<file path="config.mk">
export PLATFORM = sky130hd
export DESIGN_NAME = mcu_timer_counters
export DESIGN_NICKNAME = d
export VERILOG_FILES = /design/src/hdl/timer_pkg.sv /design/src/hdl/mcu_timer_counters.sv
export SDC_FILE = /design/constraint.sdc
export NUM_CORES = 1
export LEC_CHECK = 0
export BUFFER_PORTS_ARGS = -buffer_cell sky130_fd_sc_hd__buf_2
export CAP_MARGIN = 20
export CORE_UTILIZATION = 60
export DETAILED_ROUTE_END_ITERATION = 7
export GPL_ROUTABILITY_DRIVEN = 0
export GPL_TIMING_DRIVEN = 0
export MAX_ROUTING_LAYER = met4
export PLACE_DENSITY = 0.88
export SLEW_MARGIN = 40
export SYNTH_ARGS = -nofsm -noshare
export SYNTH_HDL_FRONTEND = slang
export SYNTH_SLANG_ARGS = --single-unit
</file>
<file path="constraint.sdc">
create_clock -name clk -period 5.9 [get_ports clk]
set_input_delay 0.885 -clock clk [delete_from_list [all_inputs] [get_ports clk]]
set_output_delay 0.885 -clock clk [all_outputs]
set_load 0.01 [all_outputs]
</file>
<file path="src/hdl/timer_pkg.sv">
// Shared addresses, bit positions, encodings and counts for the timer/counter block
package timer_pkg;
  // Special function register addresses
  localparam logic [7:0] ADDR_CTRL_FLAGS = 8'h88;
  localparam logic [7:0] ADDR_MODE_CONFIG = 8'h89;
  localparam logic [7:0] ADDR_T0_LOW = 8'h8a;
  localparam logic [7:0] ADDR_T1_LOW = 8'h8b;
  localparam logic [7:0] ADDR_T0_HIGH = 8'h8c;
  localparam logic [7:0] ADDR_T1_HIGH = 8'h8d;
  localparam logic [7:0] ADDR_T2_CONTROL = 8'hc8;
  localparam logic [7:0] ADDR_RELOAD_LOW = 8'hca;
  localparam logic [7:0] ADDR_RELOAD_HIGH = 8'hcb;
  localparam logic [7:0] ADDR_T2_LOW = 8'hcc;
  localparam logic [7:0] ADDR_T2_HIGH = 8'hcd;
  localparam logic [7:0] REG_RESET = 8'h00;
  localparam logic [15:0] RELOAD_RESET = 16'h0000;

  // timer_ctrl_flags fields
  localparam int T1_OVF_BIT = 7;
  localparam int T1_RUN_BIT = 6;
  localparam int T0_OVF_BIT = 5;
  localparam int T0_RUN_BIT = 4;
  localparam int IRQ1_FLAG_BIT = 3;
  localparam int IRQ1_TYPE_BIT = 2;
  localparam int IRQ0_FLAG_BIT = 1;
  localparam int IRQ0_TYPE_BIT = 0;

  // timer_mode_config fields
  localparam int TIMER1_PIN_GATING_BIT = 7;
  localparam int CNT1_BIT = 6;
  localparam int TIMER1_OP_SELECT_HI = 5;
  localparam int TIMER1_OP_SELECT_LO = 4;
  localparam int TIMER0_PIN_GATING_BIT = 3;
  localparam int CNT0_BIT = 2;
  localparam int TIMER0_OP_SELECT_HI = 1;
  localparam int TIMER0_OP_SELECT_LO = 0;
  localparam int LOW13_BITS = 5;

  // timer2_control fields
  localparam int PRESCALE_BIT = 7;
  localparam int RELOAD_HI = 4;
  localparam int RELOAD_LO = 3;
  localparam int INSEL_HI = 1;
  localparam int INSEL_LO = 0;
  localparam logic [1:0] RELOAD_ON_OVF = 2'h2;
  localparam logic [1:0] RELOAD_ON_TRIGGER = 2'h3;

  // Sampled pin positions
  localparam int PIN_T0 = 0;
  localparam int PIN_T1 = 1;
  localparam int PIN_IRQ0 = 2;
  localparam int PIN_IRQ1 = 3;
  localparam int PIN_T2 = 4;
  localparam int PIN_COUNT = 5;

  // Prescaler
  localparam int DIV12_CYCLES = 12;
  localparam int DIV24_CYCLES = 24;
  localparam logic [4:0] PRESCALE_HALF = 5'(DIV12_CYCLES - 1);
  localparam logic [4:0] PRESCALE_LAST = 5'(DIV24_CYCLES - 1);

  typedef enum logic [1:0] {
    MODE_13BIT = 2'h0,
    MODE_16BIT = 2'h1,
    MODE_8BIT_RELOAD = 2'h2,
    MODE_SPLIT = 2'h3
  } timer_mode_t;

  typedef enum logic [1:0] {
    T2_STOPPED = 2'h0,
    T2_TIMER = 2'h1,
    T2_EVENT = 2'h2,
    T2_GATED = 2'h3
  } t2_input_t;
endpackage

</file>
<file path="src/hdl/mcu_timer_counters.sv">
// Timers 0, 1 and 2 with their special function registers
//
// Overview of operation
// RQ1: Mode 2 gives 8-bit auto-reload counters
// RQ2: Mode 3 splits timer 0; timer 1 holds
// RQ3: Timer 0 split: timer 1 raises no flag
// RQ4: Timer 2 is 16-bit, live-readable, reloadable
// RQ5: Timer 2 timer mode: every 12/24 cycles
// RQ6: Event mode counts sampled 1-to-0 transitions
// RQ7: Event increment lands one cycle after detection
// RQ8: Gated mode counts only while input high
// RQ9: Reload mode 0 reloads on overflow
// RQ10: Reload mode 1 reloads on trigger fall
// RQ11: Trigger is internal half low-frequency clock
// RQ12: Overflow sets timer 1/0 flags bits 7/5
// RQ13: Run bits 6/4 start and stop timers
// RQ14: Hardware sets external interrupt flags bits 3/1
// RQ15: Type bits select falling edge or level
// RQ16: Service entry clears matching flags
// RQ17: Select bits 6/2 choose events or clocks
// RQ18: Mode fields choose 13/16/8-reload/split
// RQ19: Field 11 stops timer 1, splits timer 0
// RQ20: Timer 0 high byte at 0x8C, low separate
// RQ21: Timer 1 bytes at 0x8B and 0x8D
// RQ22: Timer mode increments every 12 cycles
// RQ23: Counter mode increments on pin falling edge
// RQ24: Mode 0 is 13-bit; low bits 7:5 kept
// RQ25: Gate bit needs interrupt pin high too
// RQ26: Split high byte uses timer 1 run/flag
`timescale 1ns/100ps
module mcu_timer_counters (
  input wire logic clk,
  input wire logic reset_n,
  input wire logic [7:0] sfrAddr,
  input wire logic sfrWrite,
  input wire logic [7:0] sfrWdata,
  input wire logic isrAckTimer0,
  input wire logic isrAckTimer1,
  input wire logic isrAckExt0,
  input wire logic isrAckExt1,
  input wire logic timer0CountPin,
  input wire logic timer1CountPin,
  input wire logic extIrq0Pin,
  input wire logic extIrq1Pin,
  input wire logic timer2ExtInput,
  input wire logic lowFreqClock,
  output logic [7:0] sfrRdata,
  output logic timer0OvfFlag,
  output logic timer1OvfFlag,
  output logic extIrq0Flag,
  output logic extIrq1Flag,
  output logic timer1OverflowPulse,
  output logic timer2Overflow
);
  import timer_pkg::*;

  // Returns {overflow, high, low} after one count step
  function automatic logic [16:0] stepCount(input timer_mode_t mode, input logic [7:0] hi,
                                            input logic [7:0] lo);
    logic [13:0] c13;
    logic [16:0] c16;
    logic [8:0] c8;
    logic [16:0] r;
    c13 = {1'b0, hi, lo[LOW13_BITS-1:0]} + 14'h1;
    c16 = {1'b0, hi, lo} + 17'h1;
    c8 = {1'b0, lo} + 9'h1;
    unique case (mode)
      MODE_13BIT: r = {c13[13], c13[12:LOW13_BITS], lo[7:LOW13_BITS],
                       c13[LOW13_BITS-1:0]}; // [RQ24]
      MODE_16BIT: r = c16;
      MODE_8BIT_RELOAD: r = {c8[8], hi, (c8[8] ? hi : c8[7:0])}; // [RQ1]
      MODE_SPLIT: r = {1'b0, hi, lo};
    endcase
    return r;
  endfunction

  function automatic timer_mode_t modeOf(input logic [1:0] field);
    return timer_mode_t'(field); // [RQ18]
  endfunction

  logic [7:0] ctrlFlags;
  logic [7:0] modeConfig;
  logic [7:0] t0Low;
  logic [7:0] t0High;
  logic [7:0] t1Low;
  logic [7:0] t1High;
  logic [7:0] t2Control;
  logic [15:0] reloadValue;
  logic [15:0] t2Count;
  logic [4:0] prescale;
  logic [PIN_COUNT-1:0] pinSample;
  logic [PIN_COUNT-1:0] pinPrev;
  logic [PIN_COUNT-1:0] pinFall;
  logic lfSample;
  logic lfPrev;
  logic lfHalf;
  logic lfHalfPrev;
  logic eventPending;
  logic tick12;
  logic tick24;
  logic tickT2;
  logic [1:0] irqSet;
  logic [7:0] next_ctrlFlags;
  logic [7:0] readData;

  assign timer0OvfFlag = ctrlFlags[T0_OVF_BIT];
  assign timer1OvfFlag = ctrlFlags[T1_OVF_BIT];
  assign extIrq0Flag = ctrlFlags[IRQ0_FLAG_BIT];
  assign extIrq1Flag = ctrlFlags[IRQ1_FLAG_BIT];

  // Pin sampling and falling-edge detection; idle-high reset so reset itself raises no event
  always_ff @(posedge clk or negedge reset_n) begin
    if (!reset_n) begin
      pinSample <= '1;
      pinPrev <= '1;
    end else begin
      pinSample <= {timer2ExtInput, extIrq1Pin, extIrq0Pin, timer1CountPin, timer0CountPin};
      pinPrev <= pinSample;
    end
  end
  assign pinFall = pinPrev & ~pinSample; // [RQ6] [RQ23]

  // Common prescaler: ticks every 12 and every 24 cycles
  always_ff @(posedge clk or negedge reset_n) begin
    if (!reset_n) begin
      prescale <= '0;
    end else if (prescale == PRESCALE_LAST) begin
      prescale <= '0;
    end else begin
      prescale <= prescale + 5'h1;
    end
  end
  assign tick12 = (prescale == PRESCALE_HALF) || (prescale == PRESCALE_LAST); // [RQ22]
  assign tick24 = (prescale == PRESCALE_LAST);

  // Timer 0 and timer 1 count control
  timer_mode_t t0Mode;
  timer_mode_t t1Mode;
  logic t0Split;
  logic t0Inc;
  logic t1Inc;
  logic th0SplitInc;
  logic [16:0] t0Step;
  logic [16:0] t1Step;
  logic t0LowOvf;
  logic t0HighOvf;
  logic t1Ovf;

  assign t0Mode = modeOf(modeConfig[TIMER0_OP_SELECT_HI:TIMER0_OP_SELECT_LO]);
  assign t1Mode = modeOf(modeConfig[TIMER1_OP_SELECT_HI:TIMER1_OP_SELECT_LO]);
  assign t0Split = (t0Mode == MODE_SPLIT); // [RQ19]
  assign t0Inc = ctrlFlags[T0_RUN_BIT]
                 && (!modeConfig[TIMER0_PIN_GATING_BIT] || pinSample[PIN_IRQ0])
                 && (modeConfig[CNT0_BIT] ? pinFall[PIN_T0] : tick12); // [RQ13] [RQ17] [RQ25]
  assign t1Inc = ctrlFlags[T1_RUN_BIT]
                 && (!modeConfig[TIMER1_PIN_GATING_BIT] || pinSample[PIN_IRQ1])
                 && (modeConfig[CNT1_BIT] ? pinFall[PIN_T1] : tick12); // [RQ13] [RQ17] [RQ25]
  assign th0SplitInc = t0Split && ctrlFlags[T1_RUN_BIT] && tick12; // [RQ26]
  assign t0Step = stepCount(t0Mode, t0High, t0Low);
  assign t1Step = stepCount(t1Mode, t1High, t1Low);
  assign t0LowOvf = t0Inc && (t0Split ? (t0Low == 8'hff) : t0Step[16]);
  assign t0HighOvf = th0SplitInc && (t0High == 8'hff);
  assign t1Ovf = t1Inc && t1Step[16]; // [RQ19]

  always_ff @(posedge clk or negedge reset_n) begin
    if (!reset_n) begin
      t0Low <= REG_RESET;
    end else if (sfrWrite && sfrAddr == ADDR_T0_LOW) begin
      t0Low <= sfrWdata;
    end else if (t0Inc) begin
      t0Low <= t0Split ? t0Low + 8'h1 : t0Step[7:0]; // [RQ2]
    end
  end

  always_ff @(posedge clk or negedge reset_n) begin
    if (!reset_n) begin
      t0High <= REG_RESET;
    end else if (sfrWrite && sfrAddr == ADDR_T0_HIGH) begin
      t0High <= sfrWdata; // [RQ20]
    end else if (th0SplitInc) begin
      t0High <= t0High + 8'h1; // [RQ2] [RQ26]
    end else if (!t0Split && t0Inc) begin
      t0High <= t0Step[15:8];
    end
  end

  // Timer 1 in split mode holds because stepCount returns the count unchanged
  always_ff @(posedge clk or negedge reset_n) begin
    if (!reset_n) begin
      t1Low <= REG_RESET;
    end else if (sfrWrite && sfrAddr == ADDR_T1_LOW) begin
      t1Low <= sfrWdata; // [RQ21]
    end else if (t1Inc) begin
      t1Low <= t1Step[7:0]; // [RQ2]
    end
  end

  always_ff @(posedge clk or negedge reset_n) begin
    if (!reset_n) begin
      t1High <= REG_RESET;
    end else if (sfrWrite && sfrAddr == ADDR_T1_HIGH) begin
      t1High <= sfrWdata; // [RQ21]
    end else if (t1Inc) begin
      t1High <= t1Step[15:8];
    end
  end

  // Timer 1 overflow stays visible for the baud rate path in every timer 1 mode except mode 3, where timer 1 holds
  always_ff @(posedge clk or negedge reset_n) begin
    if (!reset_n) begin
      timer1OverflowPulse <= 1'b0;
    end else begin
      timer1OverflowPulse <= t1Ovf; // [RQ3]
    end
  end

  // External interrupt detection, edge or level per type bit
  genvar gi;
  generate
    for (gi = 0; gi < 2; gi++) begin : g_irq
      localparam int TYPE_BIT = (gi == 0) ? IRQ0_TYPE_BIT : IRQ1_TYPE_BIT;
      localparam int PIN_BIT = (gi == 0) ? PIN_IRQ0 : PIN_IRQ1;
      assign irqSet[gi] = ctrlFlags[TYPE_BIT] ? pinFall[PIN_BIT] : !pinSample[PIN_BIT]; // [RQ15]
    end
  endgenerate

  // Control flags: write, then service clears, then hardware sets win
  always_comb begin
    next_ctrlFlags = ctrlFlags;
    if (sfrWrite && sfrAddr == ADDR_CTRL_FLAGS) begin
      next_ctrlFlags = sfrWdata;
    end
    if (isrAckTimer0) begin
      next_ctrlFlags[T0_OVF_BIT] = 1'b0; // [RQ16]
    end
    if (isrAckTimer1) begin
      next_ctrlFlags[T1_OVF_BIT] = 1'b0; // [RQ16]
    end
    if (isrAckExt0) begin
      next_ctrlFlags[IRQ0_FLAG_BIT] = 1'b0; // [RQ16]
    end
    if (isrAckExt1) begin
      next_ctrlFlags[IRQ1_FLAG_BIT] = 1'b0; // [RQ16]
    end
    if (t0LowOvf) begin
      next_ctrlFlags[T0_OVF_BIT] = 1'b1; // [RQ12]
    end
    if (t0Split ? t0HighOvf : t1Ovf) begin
      next_ctrlFlags[T1_OVF_BIT] = 1'b1; // [RQ3] [RQ12] [RQ26]
    end
    if (irqSet[0]) begin
      next_ctrlFlags[IRQ0_FLAG_BIT] = 1'b1; // [RQ14]
    end
    if (irqSet[1]) begin
      next_ctrlFlags[IRQ1_FLAG_BIT] = 1'b1; // [RQ14]
    end
  end

  always_ff @(posedge clk or negedge reset_n) begin
    if (!reset_n) begin
      ctrlFlags <= REG_RESET;
    end else begin
      ctrlFlags <= next_ctrlFlags;
    end
  end

  always_ff @(posedge clk or negedge reset_n) begin
    if (!reset_n) begin
      modeConfig <= REG_RESET;
      t2Control <= REG_RESET;
      reloadValue <= RELOAD_RESET;
    end else if (sfrWrite) begin
      if (sfrAddr == ADDR_MODE_CONFIG) begin
        modeConfig <= sfrWdata;
      end
      if (sfrAddr == ADDR_T2_CONTROL) begin
        t2Control <= sfrWdata;
      end
      if (sfrAddr == ADDR_RELOAD_LOW) begin
        reloadValue[7:0] <= sfrWdata;
      end
      if (sfrAddr == ADDR_RELOAD_HIGH) begin
        reloadValue[15:8] <= sfrWdata;
      end
    end
  end

  // Internal reload trigger: low-frequency clock divided by two
  always_ff @(posedge clk or negedge reset_n) begin
    if (!reset_n) begin
      lfSample <= 1'b0;
      lfPrev <= 1'b0;
      lfHalf <= 1'b0;
      lfHalfPrev <= 1'b0;
    end else begin
      lfSample <= lowFreqClock;
      lfPrev <= lfSample;
      lfHalfPrev <= lfHalf;
      if (lfSample && !lfPrev) begin
        lfHalf <= !lfHalf; // [RQ11]
      end
    end
  end

  // Timer 2
  t2_input_t t2Sel;
  logic [1:0] reloadMode;
  logic t2Inc;
  logic t2Wrap;
  logic trigReload;

  assign t2Sel = t2_input_t'(t2Control[INSEL_HI:INSEL_LO]);
  assign reloadMode = t2Control[RELOAD_HI:RELOAD_LO];
  assign tickT2 = t2Control[PRESCALE_BIT] ? tick24 : tick12; // [RQ5]
  assign trigReload = (reloadMode == RELOAD_ON_TRIGGER) && lfHalfPrev && !lfHalf; // [RQ10]

  always_ff @(posedge clk or negedge reset_n) begin
    if (!reset_n) begin
      eventPending <= 1'b0;
    end else begin
      eventPending <= (t2Sel == T2_EVENT) && pinFall[PIN_T2]; // [RQ6] [RQ7]
    end
  end

  always_comb begin
    unique case (t2Sel)
      T2_STOPPED: t2Inc = 1'b0;
      T2_TIMER: t2Inc = tickT2; // [RQ5]
      T2_EVENT: t2Inc = eventPending; // [RQ7]
      T2_GATED: t2Inc = tickT2 && pinSample[PIN_T2]; // [RQ8]
    endcase
  end
  assign t2Wrap = t2Inc && (t2Count == 16'hffff);

  // Count is read live, so reads never pause the timer
  always_ff @(posedge clk or negedge reset_n) begin
    if (!reset_n) begin
      t2Count <= RELOAD_RESET;
    end else if (sfrWrite && sfrAddr == ADDR_T2_LOW) begin
      t2Count[7:0] <= sfrWdata;
    end else if (sfrWrite && sfrAddr == ADDR_T2_HIGH) begin
      t2Count[15:8] <= sfrWdata;
    end else if (trigReload) begin
      t2Count <= reloadValue; // [RQ10]
    end else if (t2Inc) begin
      t2Count <= (t2Wrap && reloadMode == RELOAD_ON_OVF) ? reloadValue
                                                          : t2Count + 16'h1; // [RQ4] [RQ9]
    end
  end

  always_ff @(posedge clk or negedge reset_n) begin
    if (!reset_n) begin
      timer2Overflow <= 1'b0;
    end else begin
      timer2Overflow <= t2Wrap;
    end
  end

  // Register read, one cycle after the address
  always_comb begin
    unique case (sfrAddr)
      ADDR_CTRL_FLAGS: readData = ctrlFlags;
      ADDR_MODE_CONFIG: readData = modeConfig;
      ADDR_T0_LOW: readData = t0Low;
      ADDR_T1_LOW: readData = t1Low;
      ADDR_T0_HIGH: readData = t0High;
      ADDR_T1_HIGH: readData = t1High;
      ADDR_T2_CONTROL: readData = t2Control;
      ADDR_RELOAD_LOW: readData = reloadValue[7:0];
      ADDR_RELOAD_HIGH: readData = reloadValue[15:8];
      ADDR_T2_LOW: readData = t2Count[7:0]; // [RQ4]
      ADDR_T2_HIGH: readData = t2Count[15:8];
      default: readData = REG_RESET;
    endcase
  end

  always_ff @(posedge clk or negedge reset_n) begin
    if (!reset_n) begin
      sfrRdata <= REG_RESET;
    end else begin
      sfrRdata <= readData;
    end
  end

  AST_T0_OVF_SETS_FLAG: assert property (@(posedge clk) disable iff (!reset_n) // [RQ12]
    t0LowOvf |=> ctrlFlags[T0_OVF_BIT])
    else $error("timer 0 overflow did not set its flag");

  AST_T0_STOPPED: assert property (@(posedge clk) disable iff (!reset_n) // [RQ13]
    !ctrlFlags[T0_RUN_BIT] && !(sfrWrite && sfrAddr == ADDR_T0_LOW) |=> $stable(t0Low))
    else $error("timer 0 low byte moved while stopped");

  AST_T1_SPLIT_HOLDS: assert property (@(posedge clk) disable iff (!reset_n) // [RQ2]
    t1Mode == MODE_SPLIT && !sfrWrite |=> $stable(t1Low) && $stable(t1High))
    else $error("timer 1 changed in mode 3");

  AST_MODE2_RELOAD: assert property (@(posedge clk) disable iff (!reset_n) // [RQ1]
    t0Mode == MODE_8BIT_RELOAD && t0Inc && t0Low == 8'hff && !sfrWrite
    |=> t0Low == $past(t0High))
    else $error("timer 0 mode 2 did not reload");

  AST_SPLIT_T1_SILENT: assert property (@(posedge clk) disable iff (!reset_n) // [RQ3]
    t0Split && !t0HighOvf && !ctrlFlags[T1_OVF_BIT]
    && !(sfrWrite && sfrAddr == ADDR_CTRL_FLAGS) |=> !ctrlFlags[T1_OVF_BIT])
    else $error("timer 1 flag set while timer 0 split");

  AST_T2_EVENT_NEXT: assert property (@(posedge clk) disable iff (!reset_n) // [RQ7]
    t2Sel == T2_EVENT && pinFall[PIN_T2] && !(sfrWrite && sfrAddr == ADDR_T2_CONTROL)
    |=> t2Inc)
    else $error("event count not applied in next cycle");

  AST_T2_GATED_LOW: assert property (@(posedge clk) disable iff (!reset_n) // [RQ8]
    t2Sel == T2_GATED && !pinSample[PIN_T2] |-> !t2Inc)
    else $error("gated timer 2 counted with input low");

  AST_T2_DIV12: assert property (@(posedge clk) disable iff (!reset_n) // [RQ5]
    t2Sel == T2_TIMER && !t2Control[PRESCALE_BIT] && t2Inc && !sfrWrite
    |=> (!t2Inc) [*8])
    else $error("timer 2 counted too fast");

  AST_T2_OVF_RELOAD: assert property (@(posedge clk) disable iff (!reset_n) // [RQ9]
    t2Wrap && reloadMode == RELOAD_ON_OVF && !sfrWrite |=> t2Count == $past(reloadValue))
    else $error("timer 2 did not reload on overflow");

  AST_ACK_CLEARS: assert property (@(posedge clk) disable iff (!reset_n) // [RQ16]
    isrAckTimer0 && !t0LowOvf && !(sfrWrite && sfrAddr == ADDR_CTRL_FLAGS)
    |=> !ctrlFlags[T0_OVF_BIT])
    else $error("service entry did not clear timer 0 flag");

  AST_EDGE_IRQ: assert property (@(posedge clk) disable iff (!reset_n) // [RQ14]
    ctrlFlags[IRQ0_TYPE_BIT] && pinFall[PIN_IRQ0] |=> ctrlFlags[IRQ0_FLAG_BIT])
    else $error("falling edge did not set interrupt 0 flag");
endmodule

</file>
# Word level (Yosys, flattened, before mapping)

Index checks and enable logic that the tools add are counted.

Register bits after elaboration: 118
Input port bits: 29
Output and inout port bits: 14
Word-level logic and storage cells: 173

Mux-type cells: 39
Equal/unequal tests: 35
Bitwise logic cells: 3
Reductions and logical operators: 58
Add/subtract/negate cells: 10

Operators with widths:

| cell                                          | number |
|---|---|
| one-hot mux 17 bit (4 select lines)           | 2 |
| two-way mux 8 bit                             | 16 |
| == test 8 bit, second input constant          | 13 |
| one-hot mux 8 bit (11 select lines)           | 1 |
| two-way mux 16 bit                            | 3 |
| adder 16 x 1 -> 17 bit, second input constant | 2 |
| adder 13 x 1 -> 14 bit, second input constant | 2 |
| logical AND 1 bit                             | 24 |
| nonzero test 3 bit                            | 7 |
| adder 8 x 1 -> 9 bit, second input constant   | 2 |
| adder 16 x 1 -> 16 bit, second input constant | 1 |
| adder 8 x 1 -> 8 bit, second input constant   | 2 |
| == test 16 bit, second input constant         | 1 |
| == test 2 bit, second input constant          | 8 |
| AND reduction 2 bit                           | 8 |
| two-way mux 1 bit                             | 15 |
| != test 2 bit, second input constant          | 5 |
| AND reduction 3 bit                           | 3 |
| logical NOT 1 bit                             | 7 |
| == test 2 x 1 -> 1 bit, second input constant | 3 |
| logical NOT 2 bit                             | 3 |
| != test 3 bit, second input constant          | 2 |
| nonzero test 2 bit                            | 3 |
| adder 5 x 1 -> 5 bit, second input constant   | 1 |
| other kinds (9)                               | 11 |

# Longest topological paths before layout

Depth in word-level cells: 12
Mapped depth: 9
Depth with buffers taken out: 7

# Worst setup path after synthesis

Ideal clock, no wire load.

Path type: input -> register
From: input sfrAddr[0]
To: register t2Count[0]
Setup time: 137 ps
Stages on the path: 9
Setup slack: 3436 ps
Buffers on the path: 4
Data arrival time: 2328 ps
Required time: 5763 ps
Path through: buf_2 and4b_1 buf_2 and3_2 clkbuf_1 or2_2 buf_4 mux2i_1 o21ai_0

Longest elaborated chain between the ends: 4

RTL lines:

| item                                                                 | line                                                 | RTL |
|---|---|---|
| from (decl)                                                          | mcu_timer_counters.sv:34                             | `input wire logic [7:0] sfrAddr,` |
| == test 8 bit (on tied branches)                                     | mcu_timer_counters.sv:339, mcu_timer_counters.sv:341 |  |
| logical AND 1 bit (on tied branches)                                 | mcu_timer_counters.sv:339, mcu_timer_counters.sv:341 |  |
| != test 2 bit (no line) / nonzero test 3 bit (equally long branches) | -                                                    |  |
| AND reduction 2 bit (no line)                                        | -                                                    |  |
| to (signal assigned)                                                 | mcu_timer_counters.sv:340                            | `t2Count[7:0] <= sfrWdata;` |
| to (signal assigned)                                                 | mcu_timer_counters.sv:344                            | `t2Count <= reloadValue;` |
| to (signal assigned)                                                 | mcu_timer_counters.sv:346                            | `t2Count <= (t2Wrap && reloadMode == RELOAD_ON_OVF) ? reloadValue` |
| to (decl)                                                            | mcu_timer_counters.sv:89                             | `logic [15:0] t2Count;` |

Parallel ways exist; a longest one is shown, timed or not.
A chain may end at the register's enable or synchronous reset.

# Worst setup path in the final report

From: input sfrAddr[1]
To: register t2Count[14]

Longest elaborated chain between the ends: 4

RTL lines:

| item                                                             | line                                                 | RTL |
|---|---|---|
| == test 8 bit (on tied branches)                                 | mcu_timer_counters.sv:341, mcu_timer_counters.sv:339 |  |
| logical AND 1 bit (on tied branches)                             | mcu_timer_counters.sv:341, mcu_timer_counters.sv:339 |  |
| nonzero test 3 bit (no line) / NOT 1 bit (equally long branches) | -                                                    |  |
| AND reduction 2 bit (no line)                                    | -                                                    |  |
| to (signal assigned)                                             | mcu_timer_counters.sv:342                            | `t2Count[15:8] <= sfrWdata;` |
| to (signal assigned)                                             | mcu_timer_counters.sv:344                            |  |
| to (signal assigned)                                             | mcu_timer_counters.sv:346                            |  |

Parallel ways exist; a longest one is shown, timed or not.

==> impl.org <==
** Finish
- Once layout is complete, the cells apart from fillers number 951.
- # diodes :: 0
- Area used by sequential logic in the layout :: 2970 um^2
- In the final layout, the share of cells above drive strength 1 is 20.0%.
- Filler cell count :: 803
- Compared with the post-synthesis result, the final layout area differs by 15.3%.
- For this run, the share of the core covered by cells in the final layout is 70.8%.
- Most common cell after layout, fill and taps aside :: dfrtp_1
- Top library cells by usage in the layout, fill and taps aside :: dfrtp_1 (108), nand2_1 (82), o21ai_0 (48)
- In the final layout, the multi-input gates occupy 3800 um^2.
- The net count of the finished layout is 829.

** Timing
- Setup repair after global routing left no endpoint under its margin.
- For this run, the top clock speed supported by timing is 355 MHz.
- Setup violations remaining at the end of the flow were counted as 0.
- Worst slew pin tran :: 0.846 ns
- Summed over all failing endpoints, the final setup total negative slack is 0 ns.
- Final Critical Period :: 2.82 ns
- Max Slew Vio Count :: 0
- Clock skew on the completed layout was measured at 0.00735 ns.
- Final period util :: 47.7%
- Headroom to the max-slew limit came out at 43.4%.
- The count of final hold-check violations was 0.

** Placed design
- Detailed placement HPWL :: 14.6 mm
- In this run the tool buffered the top-level ports with 41 buffer cells.
- In this run, placement finished with an instance count of 918.

** CTS
- CTS sink cnt :: 118
- CTS Hold Bufs :: 0
- H-tree depth :: 4
- Clk Latency, worst-skew pair :: 0.43 ns
- Clock-pin slew of the registers on the worst-case setup and hold paths :: 0.05 ns
- The number of clock buffers added by TritonCTS is 17.
- Max clock buf depth :: 2
- CTS Root Cell :: clkbuf_16
- Number of post-CTS setup repair buffers :: 0
- Gates resized during post-CTS repair numbered 0.
- Clock tree from TritonCTS :: built

** Synth
- Main combinational cell family by area after synthesis :: compound AO/OA/AOI/OAI gates
- Avg Cell Area, Syn :: 9.57 um^2
- Sequential elements use 42.3% of the synthesized area.
- After synthesis, the share of cell area in mux cells is 9.08%.
- When the netlist entered floorplanning its net count stood at 767.
- Post-synthesis compound-gate area fraction :: 20.5%
- Number of enable flip-flop cells after synthesis :: 0
- Summing the areas of all fa, ha and maj instances in the mapped netlist gives 0.892% of the synthesized area.
- Commonest register cell after synthesis :: dfrtp_1
- Yosys printed 0 warnings.
- After Yosys synthesis, XOR and XNOR cells account for 3.87% of the synthesized area.
- Simple-gate share of the synthesized area :: 19.8%
- Synth top area cells :: dfrtp_1 (39%), mux2_2 (5.9%), nand2_1 (4.4%), dfstp_2 (3.7%), o21ai_0 (3.4%)
- #FFs+latches synth :: 118
- In this run the cell area of the synthesized design comes to 7020 um^2.
- In the synthesized netlist the async set-or-reset flop fraction comes to 100%.
- Summed over all instances, the cell type with the most area after synthesis is dfrtp_1.
- Synthesized instance count :: 733
- Number of library cell types mapped by synthesis :: 90
- Top-area cell type share of the netlist area :: 38.5%

** Power and ir drop
- For this design the static power due to leakage is 3.31 nW.
- Across the VDD grid, the largest voltage drop is 0.341 mV.
- Power density of the placed cells :: 322 nW/um^2

** Worst setup path
- The setup check on the worst reg-to-reg path leaves a slack of 3.16 ns.
- Class of the most critical setup path :: in -> reg
- CP cell instances :: buf_2, nand2b_1, nor3b_2, clkbuf_1, nand2_1, o31a_1, o32ai_1
- Endpoint kind of the worst setup timing path :: register
- Maximum fanout along the worst path :: 10
- Critical Path RT :: 6.23 ns
- Data arrives at the worst endpoint at 3.14 ns.
- Critical-path cell with the highest stage delay :: nor3b_2
- Buf/Inv on CP :: 2
- The largest single stage delay on the critical path is 0.72 ns.
- Family with the most delay on the worst path :: simple AND/OR/NAND/NOR gates
- CP Launch Type :: input port

** Die
- The floorplan step set the die height to 110 um.
- 43 I/O pins were placed.
- The initial utilization of the core area, before any placement, comes to 61.5%.
- The floorplan has 39 rows.
- Floorplan die area :: 12,100 um^2
- The die is 110 um wide.
- In this run the standard cell core region covers 11,400 um^2.

** Detailed routing
- Dividing the detail-routed wire length by the instance count gives 22.4 um.
- Iter 0 DRT Violations :: 1,016
- Length of the first detailed-routing pass in iterations :: 7
- For this run, design rule violations remaining after detail routing come to 0.
- Summed over all layers, the routed wires come to 21.3 mm.
- In the routed layout, each cell is associated on average with a via count of 7.22.
- The detailed router placed 6,865 vias in this run.
- The detail route stage leaves a number of antenna-violating nets equal to 0.

** Hold path
- Worst min-delay path category :: in -> async

** GRT
- Total congestion overflow after global routing :: 0
- Antenna violations before repair :: 0
- Largest net degree at the start of global routing :: 67
- Vias in the first global route :: 6,569
- Wire length of the first global-routing pass :: 33.7 mm
- GR Util All Layers :: 38.9%

** Run status
- Run status :: completed

** Flow run
- Max-cap violations :: 0
[synth_stat cells, drive strengths merged, types with 3 or more instances]
library cell  instances
dfrtp               108
nand3                30
xor2                 17
nor2                 42
mux2                 37
a22o                  5
a32o                  4
dfstp                10
and3                 12
clkbuf               34
buf                  10
a31oi                 8
and2                 10
a22oi                 8
inv                  17
and4                  6
o21ai                48
o221ai                5
or2                   4
nand3b                3
or3                   7
o31ai                 7
o22ai                15
a21o                  5
o211ai                6
and4b                 3
a41oi                 3
a21oi                44
a222oi               13
nor3b                 3
a221oi                6
nand4b                3
nor4                  4
a211oi                5
nand4                14
nand2b                8
xnor2                14
mux2i                22
nand2                83
ha                    5
a2111oi               3
nor2b                 5
nor3                 11
[metal layers]
| metal | track usage [%] | routed length (um) |
|---|---|---|
| met2 | 56.3 | 9280 |
| met5 | - | 0 |
| met4 | 22.3 | 1310 |
| met3 | 11.9 | 2890 |
| met1 | 48.3 | 7810 |
[worst reg2reg max path: cells and delay by family, from the launching register on]
kind,cells,cell delay (ns)
and+or+nand+nor,3,1.10
AOI/OAI and AO/OA,3,0.88
DFF,1,0.37
adders and majority gates,1,0.29
[power breakdown]
group          switching [mW]  leakage [nW]  internal, mW
clock                   0.364         0.318         0.766
combinational           0.284          1.60         0.194
sequential              0.109          1.40         0.887
[area by class of cell]
cell class                      count  share of cell area, %
Buffer                             44                   2.38
Clock buffer                       22                   5.74
Clock inverter                     10                   2.17
Inverter                           17                  0.789
Multi-Input combinational cell    554                   47.0
Sequential cell                   118                   36.7
Tap cell                          143                   2.21
Timing Repair Buffer               43                   3.06
[logic make-up (layout without fill, tap and decap cells)]
group,count (synthesis),in the layout
simple gates,256,256
fa+ha+maj,5,5
flops,118,118
buf+inv,61,136
xor+xnor,31,31
mux,59,59
compound gates,203,203
[through the flow]
| stage | area, um^2 | hold slack (ns) | setup WS [ns] | power, mW |
|---|---|---|---|---|
| floorplan | 7020 | 0.351 | 3.44 | 1.31 |
| global placement | 7400 | 0.355 | 2.57 | 1.42 |
| detailed placement | 7440 | 0.357 | 2.82 | 1.46 |
| CTS | 8080 | 0.361 | 3.20 | 2.59 |
| global route | 8090 | 0.368 | 2.98 | 2.69 |
| finish | 8090 | 0.363 | 3.08 | 2.60 |
[registers in the layout, summed over array words and instances, names as in the netlist, 8 cells and up]
signal       flops
ctrlFlags        8
modeConfig       8
reloadValue     16
sfrRdata         8
t0High           8
t0Low            8
t1High           8
t1Low            8
t2Control        8
t2Count         16
[path summary, 6_finish.rpt]
kind | endpoint | depth (start not counted) | start
min reg2reg | pinPrev[0]$_DFF_PN1_ | 0 | pinSample[0]$_DFF_PN1_
max reg2reg | t2Count[11]$_DFFE_PN0P_ | 7 | prescale[0]$_DFF_PN0_
min in group clk | pinPrev[0]$_DFF_PN1_ | 0 | pinSample[0]$_DFF_PN1_
max in group asynchronous | pinPrev[4]$_DFF_PN1_ | 2 | reset_n
max | t2Count[14]$_DFFE_PN0P_ | 7 | sfrAddr[1]
min | t0High[1]$_DFFE_PN0P_ | 1 | reset_n
Note: power is estimated with default switching activity, not from simulation.
